--- src/core/ahp_pkg.sv ---
/*
  Shared constants for the converter host port: data width, buffer depth,
  control register field positions, register identity and reset values.
  Assumes nothing of its surroundings.
*/
package ahp_pkg;

  localparam int DATA_W = 12;
  localparam int FIFO_DEPTH = 16;
  localparam int SYNC_STAGES = 2;

  // Register identity field carried in every control word
  localparam int SEL_MSB = 11;
  localparam int SEL_LSB = 10;
  localparam logic [1:0] SEL_CTRL0 = 2'h0;
  localparam logic [1:0] SEL_CTRL1 = 2'h1;

  // Second control register fields
  localparam int BIT_SOFT_RESET = 0;
  localparam int BIT_SYNC_RESET = 1;
  localparam int BIT_RW_MODE = 6;
  localparam int BIT_FORMAT = 7;
  localparam int BIT_OFFSET_CAL = 8;
  localparam int BIT_READBACK = 9;

  localparam logic [DATA_W-1:0] CTRL0_RESET = 12'h020;
  localparam logic [DATA_W-1:0] CTRL1_RESET = 12'h430;
  localparam logic [DATA_W-1:0] SOFT_RESET_MASK = 12'h001;

  // Two's complement to straight binary flips the sign bit
  localparam logic [DATA_W-1:0] SIGN_FLIP = 12'h800;

  typedef logic [DATA_W-1:0] ahp_word_type;

endpackage

--- src/core/ahp_strobe_if.sv ---
/*
  Carrier between the pin front end and the register core: decoded strobe
  events, the captured write word and the strobe mode.
  Assumes both ends run on the same clock.
*/
interface ahp_strobe_if;
  import ahp_pkg::*;

  logic rw_mode;
  logic rd_active;
  logic rd_start;
  logic wr_done;
  ahp_word_type wr_word;

  modport front (input rw_mode, output rd_active, output rd_start, output wr_done, output wr_word);
  modport core (output rw_mode, input rd_active, input rd_start, input wr_done, input wr_word);
endinterface

--- src/core/ahp_fifo.sv ---
/*
  Result buffer: synchronous FIFO with valid and ready on both sides.
  Assumes one clock; clear empties it in one cycle.
*/
module ahp_fifo #(
  parameter int WIDTH = 12,
  parameter int DEPTH = 16
) (
  input wire logic ref_clk,
  input wire logic rst,
  input wire logic clk_en,
  input wire logic clear,
  input wire logic in_valid,
  output logic in_ready,
  input wire logic [WIDTH-1:0] in_data,
  output logic out_valid,
  input wire logic out_ready,
  output logic [WIDTH-1:0] out_data
);
  localparam int AW = $clog2(DEPTH);

  logic [WIDTH-1:0] mem [DEPTH];
  logic [AW:0] wr_ptr;
  logic [AW:0] rd_ptr;
  logic push;
  logic pop;

  assign in_ready = !((wr_ptr[AW] != rd_ptr[AW]) && (wr_ptr[AW-1:0] == rd_ptr[AW-1:0]));
  assign out_valid = (wr_ptr != rd_ptr);
  assign out_data = mem[rd_ptr[AW-1:0]];
  assign push = in_valid && in_ready;
  assign pop = out_valid && out_ready;

  always_ff @(posedge ref_clk)
  begin
    if (clk_en && push)
    begin
      mem[wr_ptr[AW-1:0]] <= in_data;
    end
  end

  always_ff @(posedge ref_clk or posedge rst)
  begin
    if (rst)
    begin
      wr_ptr <= '0;
      rd_ptr <= '0;
    end
    else if (clk_en)
    begin
      if (clear)
      begin
        wr_ptr <= '0;
        rd_ptr <= '0;
      end
      else
      begin
        if (push)
        begin
          wr_ptr <= wr_ptr + 1'b1;
        end
        if (pop)
        begin
          rd_ptr <= rd_ptr + 1'b1;
        end
      end
    end
  end
endmodule

--- src/core/ahp_strobe.sv ---
/*
  Pin front end: synchronises chip selects, strobes and data, forms the
  internal read and write strobes and reports their edges.
  Assumes the pins are asynchronous to ref_clk.
*/
module ahp_strobe (
  input wire logic ref_clk,
  input wire logic rst,
  input wire logic clk_en,
  input wire logic chip_select_low_n,
  input wire logic chip_select_high,
  input wire logic rd_n,
  input wire logic wr_n,
  input wire ahp_pkg::ahp_word_type data_in,
  ahp_strobe_if.front bus
);
  import ahp_pkg::*;

  localparam int PINS = DATA_W + 4;

  logic [PINS-1:0] meta;
  logic [PINS-1:0] pin;
  logic read_req;
  logic write_req;
  logic selected;
  logic rd_int;
  logic wr_int;
  logic rd_prev;
  logic wr_prev;

  always_ff @(posedge ref_clk or posedge rst)
  begin
    if (rst)
    begin
      meta <= {4'hf, {DATA_W{1'b0}}};
      pin <= {4'hf, {DATA_W{1'b0}}};
    end
    else if (clk_en)
    begin
      meta <= {chip_select_low_n, !chip_select_high, rd_n, wr_n, data_in};
      pin <= meta;
    end
  end

  // Combined mode: wr_n high means read, low means write; rd_n ignored
  assign selected = !pin[DATA_W+3] && !pin[DATA_W+2];
  assign read_req = bus.rw_mode ? pin[DATA_W] : !pin[DATA_W+1];
  assign write_req = !pin[DATA_W];
  assign rd_int = selected && read_req && !write_req;
  assign wr_int = selected && write_req && !(bus.rw_mode ? 1'b0 : !pin[DATA_W+1]);

  always_ff @(posedge ref_clk or posedge rst)
  begin
    if (rst)
    begin
      rd_prev <= 1'b0;
      wr_prev <= 1'b0;
      bus.wr_word <= '0;
    end
    else if (clk_en)
    begin
      rd_prev <= rd_int;
      wr_prev <= wr_int;
      if (wr_int)
      begin
        bus.wr_word <= pin[DATA_W-1:0];
      end
    end
  end

  assign bus.rd_active = rd_int;
  assign bus.rd_start = rd_int && !rd_prev;
  assign bus.wr_done = wr_prev && !wr_int;
endmodule

--- src/core/ahp_port.sv ---
/*
  Host port of a two-input sampling converter: control registers zero and
  one, strobe decoding, offset correction, number format and a result FIFO
  read by the host, with debug readback of both control registers.
  Assumes conversion results arrive on ref_clk with valid and ready, and
  that the host pins are asynchronous to ref_clk.
*/
// Function
// [RQ1] Soft reset bit holds registers at reset
// [RQ2] Bit one pulses sync generator reset
// [RQ3] Host writes zero to reserved bits
// [RQ4] Bit six selects combined or separate strobes
// [RQ5] Bit seven selects binary or twos complement
// [RQ6] Bit eight calibrates and subtracts stored offset
// [RQ7] Debug readback returns register zero, then one
// [RQ8] Host clears bit nine to leave debug
// [RQ9] Internal read strobe drives data and drivers
// [RQ10] Read strobe follows last valid, first invalid
// [RQ11] Write strobe needs selects, write, no read
// [RQ12] Register one identified by bits 11:10 = 01
// [RQ13] New control value applies after strobe release
module ahp_port (
  input wire logic ref_clk,
  input wire logic rst,
  input wire logic clk_en,
  input wire logic chip_select_low_n,
  input wire logic chip_select_high,
  input wire logic rd_n,
  input wire logic wr_n,
  input wire ahp_pkg::ahp_word_type data_in,
  output ahp_pkg::ahp_word_type data_out,
  output logic data_oe,
  output logic conversion_data_available,
  input wire logic conv_valid,
  input wire ahp_pkg::ahp_word_type conv_data,
  output logic conv_ready,
  output logic force_zero_input,
  output logic device_reset,
  output logic sync_gen_reset,
  output ahp_pkg::ahp_word_type control_register_zero,
  output ahp_pkg::ahp_word_type control_register_one
);
  import ahp_pkg::*;

  function automatic ahp_word_type apply_format(input ahp_word_type value, input logic binary);
    apply_format = binary ? (value ^ SIGN_FLIP) : value;
  endfunction

  ahp_strobe_if bus ();

  ahp_word_type offset;
  ahp_word_type stage_data;
  ahp_word_type fifo_out_data;
  logic stage_valid;
  logic next_stage_valid;
  logic fifo_in_ready;
  logic fifo_out_valid;
  logic fifo_pop;
  logic accept;
  logic write_one;
  logic write_zero;
  logic debug_mode;
  logic readback_second;

  //////////////////////////////////////////////////////////////////////////////
  // Pin front end

  ahp_strobe u_strobe (
    .ref_clk(ref_clk),
    .rst(rst),
    .clk_en(clk_en),
    .chip_select_low_n(chip_select_low_n),
    .chip_select_high(chip_select_high),
    .rd_n(rd_n),
    .wr_n(wr_n),
    .data_in(data_in),
    .bus(bus)
  );

  assign bus.rw_mode = control_register_one[BIT_RW_MODE]; // [RQ4]
  assign debug_mode = control_register_one[BIT_READBACK];
  assign device_reset = control_register_one[BIT_SOFT_RESET];

  //////////////////////////////////////////////////////////////////////////////
  // Control registers

  // Words are committed when the write strobe releases
  assign write_one = bus.wr_done && (bus.wr_word[SEL_MSB:SEL_LSB] == SEL_CTRL1); // [RQ12] [RQ13]
  assign write_zero = bus.wr_done && (bus.wr_word[SEL_MSB:SEL_LSB] == SEL_CTRL0);

  always_ff @(posedge ref_clk or posedge rst)
  begin
    if (rst)
    begin
      control_register_zero <= CTRL0_RESET;
      control_register_one <= CTRL1_RESET;
    end
    else if (clk_en)
    begin
      if (write_one && bus.wr_word[BIT_SOFT_RESET])
      begin
        control_register_zero <= CTRL0_RESET; // [RQ1]
        control_register_one <= CTRL1_RESET | SOFT_RESET_MASK; // [RQ1]
      end
      else if (write_one)
      begin
        control_register_one <= bus.wr_word; // [RQ11] [RQ8]
      end
      else if (write_zero && !device_reset)
      begin
        control_register_zero <= bus.wr_word; // [RQ11]
      end
    end
  end

  always_ff @(posedge ref_clk or posedge rst)
  begin
    if (rst)
    begin
      sync_gen_reset <= 1'b0;
    end
    else if (clk_en)
    begin
      sync_gen_reset <= write_one && bus.wr_word[BIT_SYNC_RESET]; // [RQ2]
    end
  end

  //////////////////////////////////////////////////////////////////////////////
  // Offset calibration: the next result with inputs forced to zero is kept

  always_ff @(posedge ref_clk or posedge rst)
  begin
    if (rst)
    begin
      force_zero_input <= 1'b0;
      offset <= '0;
    end
    else if (clk_en)
    begin
      if (write_one)
      begin
        force_zero_input <= bus.wr_word[BIT_OFFSET_CAL] && !bus.wr_word[BIT_SOFT_RESET]; // [RQ6]
      end
      else if (accept && force_zero_input)
      begin
        force_zero_input <= 1'b0;
        offset <= conv_data; // [RQ6]
      end
    end
  end

  //////////////////////////////////////////////////////////////////////////////
  // Result stage: correction and format, then into the FIFO

  assign accept = conv_valid && conv_ready;

  always_comb
  begin
    next_stage_valid = stage_valid && !fifo_in_ready;
    if (accept && !force_zero_input && !device_reset)
    begin
      next_stage_valid = 1'b1;
    end
    if (device_reset)
    begin
      next_stage_valid = 1'b0;
    end
  end

  always_ff @(posedge ref_clk or posedge rst)
  begin
    if (rst)
    begin
      stage_valid <= 1'b0;
      stage_data <= '0;
      conv_ready <= 1'b0;
    end
    else if (clk_en)
    begin
      stage_valid <= next_stage_valid;
      conv_ready <= !next_stage_valid;
      if (accept && !force_zero_input)
      begin
        stage_data <= apply_format(conv_data - offset, control_register_one[BIT_FORMAT]); // [RQ5] [RQ6]
      end
    end
  end

  ahp_fifo #(
    .WIDTH(DATA_W),
    .DEPTH(FIFO_DEPTH)
  ) u_fifo (
    .ref_clk(ref_clk),
    .rst(rst),
    .clk_en(clk_en),
    .clear(device_reset),
    .in_valid(stage_valid),
    .in_ready(fifo_in_ready),
    .in_data(stage_data),
    .out_valid(fifo_out_valid),
    .out_ready(fifo_pop),
    .out_data(fifo_out_data)
  );

  //////////////////////////////////////////////////////////////////////////////
  // Host reads

  assign fifo_pop = bus.rd_start && !debug_mode && !device_reset;

  always_ff @(posedge ref_clk or posedge rst)
  begin
    if (rst)
    begin
      data_out <= '0;
      data_oe <= 1'b0;
      readback_second <= 1'b0;
      conversion_data_available <= 1'b0;
    end
    else if (clk_en)
    begin
      data_oe <= bus.rd_active; // [RQ9] [RQ10]
      conversion_data_available <= fifo_out_valid;
      if (write_one)
      begin
        readback_second <= 1'b0;
      end
      else if (bus.rd_start && debug_mode)
      begin
        readback_second <= !readback_second;
      end
      if (bus.rd_start && debug_mode)
      begin
        data_out <= readback_second ? control_register_one : control_register_zero; // [RQ7]
      end
      else if (fifo_pop && fifo_out_valid)
      begin
        data_out <= fifo_out_data; // [RQ9]
      end
    end
  end
endmodule

--- config.mk ---
export PLATFORM = sky130hd
export DESIGN_NAME = ahp_port
export DESIGN_NICKNAME = d
export VERILOG_FILES = /design/src/core/ahp_pkg.sv /design/src/core/ahp_strobe_if.sv /design/src/core/ahp_fifo.sv /design/src/core/ahp_strobe.sv /design/src/core/ahp_port.sv
export SDC_FILE = /design/constraint.sdc
export NUM_CORES = 1
export LEC_CHECK = 0
export ABC_CLOCK_PERIOD_IN_PS = 3200
export BUFFER_PORTS_ARGS = -buffer_cell sky130_fd_sc_hd__buf_2
export CAP_MARGIN = 20
export CORE_MARGIN = 3
export CORE_UTILIZATION = 35
export CTS_CLUSTER_DIAMETER = 40
export DETAILED_ROUTE_END_ITERATION = 10
export PLACE_DENSITY = 0.61
export SYNTH_ARGS = -nofsm -noshare
export SYNTH_HDL_FRONTEND = slang
export SYNTH_HIERARCHICAL = 1
export SYNTH_SLANG_ARGS = --single-unit
--- constraint.sdc ---
create_clock -name ref_clk -period 3.2 [get_ports ref_clk]
set_input_delay 0.48 -clock ref_clk [delete_from_list [all_inputs] [get_ports ref_clk]]
set_output_delay 0.48 -clock ref_clk [all_outputs]
set_load 0.03 [all_outputs]
==> qor.yml <==
timing:
  min_period_over_period_pct: 77.97
  clock.fmax_mhz: 400.8
  setup_tns_ns: 0
  finClkSkew_ns: 0.01475
  relSlewSlack_pct: 51.47
  drv_slew: 0
  setup_violations: 0
  whs_ns: 0.08498
  hold_viol: 0
  tightest_slew_ns: 0.7280
  setup_slack_ns: 0.7050
  fin_crit_ns: 2.495
  rsz0062_at_grt: "no"
power:
  leakage_nw: 6.132
  seq_power_share_pct: 43.8
  vdd.ir_drop.worst_uv: 486.7
  p_int_mw: 9.446
  net-switching-power_mw: 4.313
  p_clk_share_pct: 34.1
  pwr_density_cell_mw_per_mm2: 863.2
  swShare_pct: 31.35
  p_comb_share_pct: 22.1
cells_and_area:
  area_growth_syn_to_layout_pct: 18.44
  nets: 1028
  layoutNonFillerInstCount: 1523
  fillers: 3355
  finish.instance_area_sq_mm: 0.01594
  num_antenna_cells: 0
  drive_above_1_share_pct: 28.95
critical_path:
  setup.worst_path.class: "reg2reg"
  endpoint_kind: "flop"
  required_ns: 3.67
  cp.arrival_ns: 2.96
  worst-path-max-fanout: 5
  cp-start-kind: "flop"
  reg2reg_depth: 6
place:
  globalplace.congestion: 0.8171
  postPlaceCellArea_sq_mm: 0.01447
  post-place-ws_ns: 0.7049
  dp.cells: 1443
  portBuffers: 73
  dp_hpwl_microns: 19690
synth:
  yosysTopAreaCell: "edfxtp_1"
  synthArstFlopShare_pct: 39.05
  synth_edf_count: 192
  synthDominantCellAreaShare_pct: 42.84
  yosysUniqueCellTypes: 67
  syn_nets: 921
  synth-seq-cells: 315
  syn_area_per_cell_sq_um: 15.43
  synth_area_leaders: "edfxtp_1, dfrtp_1, mux4_1, mux4_2, mux2_2"
  synthCells: 872
  synth_area_sq_mm: 0.01346
  synth_warnings: 6
  yosys_most_used_dff: "edfxtp_1"
  ys_seq_area_share_pct: 65.82
detailed_routing:
  drc: 0
  antenna_left: 0
  via_per_inst: 5.005
  drtPass1Iterations: 5
  wire_per_inst_microns: 19.47
  num_vias: 7623
  drtIter0Drc: 562
  routed_wirelength_microns: 29650
clocking:
  clkLatencyLatePin_ns: 0.53
  cts-root-buf: "clkbuf_16"
  cts.repair.resized: 0
  cts_hold_buf: 1
  tritoncts: "built"
  cts_buffers: 42
  cts_setup_buffers: 0
  clockBufferDepth: 3
  numClockSinks: 315
  htreeDepth: 2
  clk_pin_slew_ns: 0.06
die:
  core_region_area_sq_mm: 0.03776
  ios: 74
  die_h_microns: 202.1
  rows: 71
  dieArea_sq_mm: 0.04084
  initial_core_util_pct: 35.65
  die_w_microns: 202.1
global_routing:
  grt.total_usage_pct: 14.56
  grt_pass1_vias: 7786
  antenna_found_initial: 0
  grt_pass1_wl_microns: 46290
  grt-ovfl-total: 0
  grt_max_degree: 47
worst_hold_path:
  min_path_cells: 2
  hold_class: "in2reg"
status:
  outcome: "complete, no violations"
run:
  maxCapViolCount: 0
## worst paths after layout
check                                             start                                   end  slack (ns)
max in group asynchronous                           rst  control_register_one[10]$_DFFE_PP1P_        1.84
min reg2reg                     data_out[1]$_DFFE_PP0P_               data_out[1]$_DFFE_PP0P_        0.48
max                        u_strobe/pin[12]$_DFFE_PP1P_          u_fifo/rd_ptr[3]$_DFFE_PP0P_        0.71
max reg2reg                u_strobe/pin[12]$_DFFE_PP1P_          u_fifo/rd_ptr[3]$_DFFE_PP0P_        0.71
min                                    chip_select_high         u_strobe/meta[14]$_DFFE_PP1P_        0.08
min in group asynchronous                           rst   u_strobe/bus.wr_word[1]$_DFFE_PP0P_        0.48
## final cells by class
cell class | count | area (sq um) | area share [%]
tap | 511 | 639.4 | 4.011
clock buffer | 51 | 1146 | 7.191
sequential | 315 | 8862 | 55.60
timing repair buffer | 112 | 698.2 | 4.380
multi-input combinational | 483 | 4215 | 26.45
clock inverter | 26 | 284.0 | 1.782
inverter | 25 | 93.84 | 0.5887
## flip-flops by register name, indices dropped and copies added (netlist names), 5 cells and up
register and flops:
u_fifo/wr_ptr 5, u_strobe/pin 16, offset 12, u_fifo/mem 192, stage_data 12, control_register_one 12, u_strobe/meta 16, u_strobe/bus.wr_word 12
control_register_zero 12, u_fifo/rd_ptr 5, data_out 12
## power by group through the flow
stage,logic (mW),clock network (mW),registers (mW)
3_3_place_gp,3.04,0,6.07
4_1_cts,3.09,4.81,6.04
2_1_floorplan,2.12,0,6.05
3_5_place_dp,3.08,0,6.11
5_1_grt,3.32,4.98,6.15
6_report,3.04,4.70,6.02
## layout by cell type, fill, tap and decap left out, types with 5 or more instances in the layout
cell type,instances
o211ai_1,10
nor3_1,5
inv_6,5
xnor2_1,10
buf_4,35
o21ai_0,48
mux2_2,41
nor2_1,27
clkbuf_16,43
or3_1,5
nor2b_1,18
nand3_1,13
nand4_1,5
mux2i_1,24
a21oi_1,30
mux4_1,25
inv_1,22
dfstp_2,12
edfxtp_1,192
a21o_1,6
nand2b_1,8
nand2_1,81
ha_1,16
clkinv_2,8
dfrtp_1,108
mux4_2,23
a211oi_1,12
mux2_4,9
and2_1,6
buf_2,73
nor3_2,8
## kinds of logic (layout without fill, tap and decap cells)
group / Yosys count / in the layout / share of synthesized area [%]
DFF: 315 / 315 / 65.82
and+or+nand+nor: 195 / 195 / 7.131
AOI/OAI and AO/OA: 137 / 137 / 6.341
muxes: 122 / 122 / 14.95
buffers and inverters: 74 / 214 / 3.338
adders and majority gates: 17 / 17 / 1.636
xor gates and xnor gates: 12 / 12 / 0.7810
## routing by layer
metal	up-vias	GRT usage (%)	routed length, microns
met1	3875	20.43	13400
met2	169	23.63	14360
li1	3535	-	-
met4	0	3.860	518
met3	44	2.593	1376
met5	-	0	0
## critical path, cell delays in order, from the launching register on
cell and delay [ns]:
dfstp_2 0.57, and3_1 0.24, nor2b_1 0.26, nor3b_1 0.54, o21ai_1 0.24, or4_1 0.50, nand3_1 0.09
## per-stage QoR
stage | power, mW | utilization (%)
2_1_floorplan | 8.176 | -
3_3_place_gp | 9.109 | 38.33
3_5_place_dp | 9.194 | 38.33
4_1_cts | 13.94 | 42.14
5_1_grt | 14.45 | 42.22
6_report | 13.76 | 42.22
## cells in the mapped netlist, types with 16 or more instances
cell and count:
ha_1 16, dfrtp_1 111, mux2_2 41, mux4_2 23, nor2b_1 18, o21ai_0 48
mux4_1 25, edfxtp_1 192, a21oi_1 30, buf_2 18, nor2_1 27, inv_1 24
mux2i_1 24, nand2_1 81
Power figures use the tool's default switching activity.
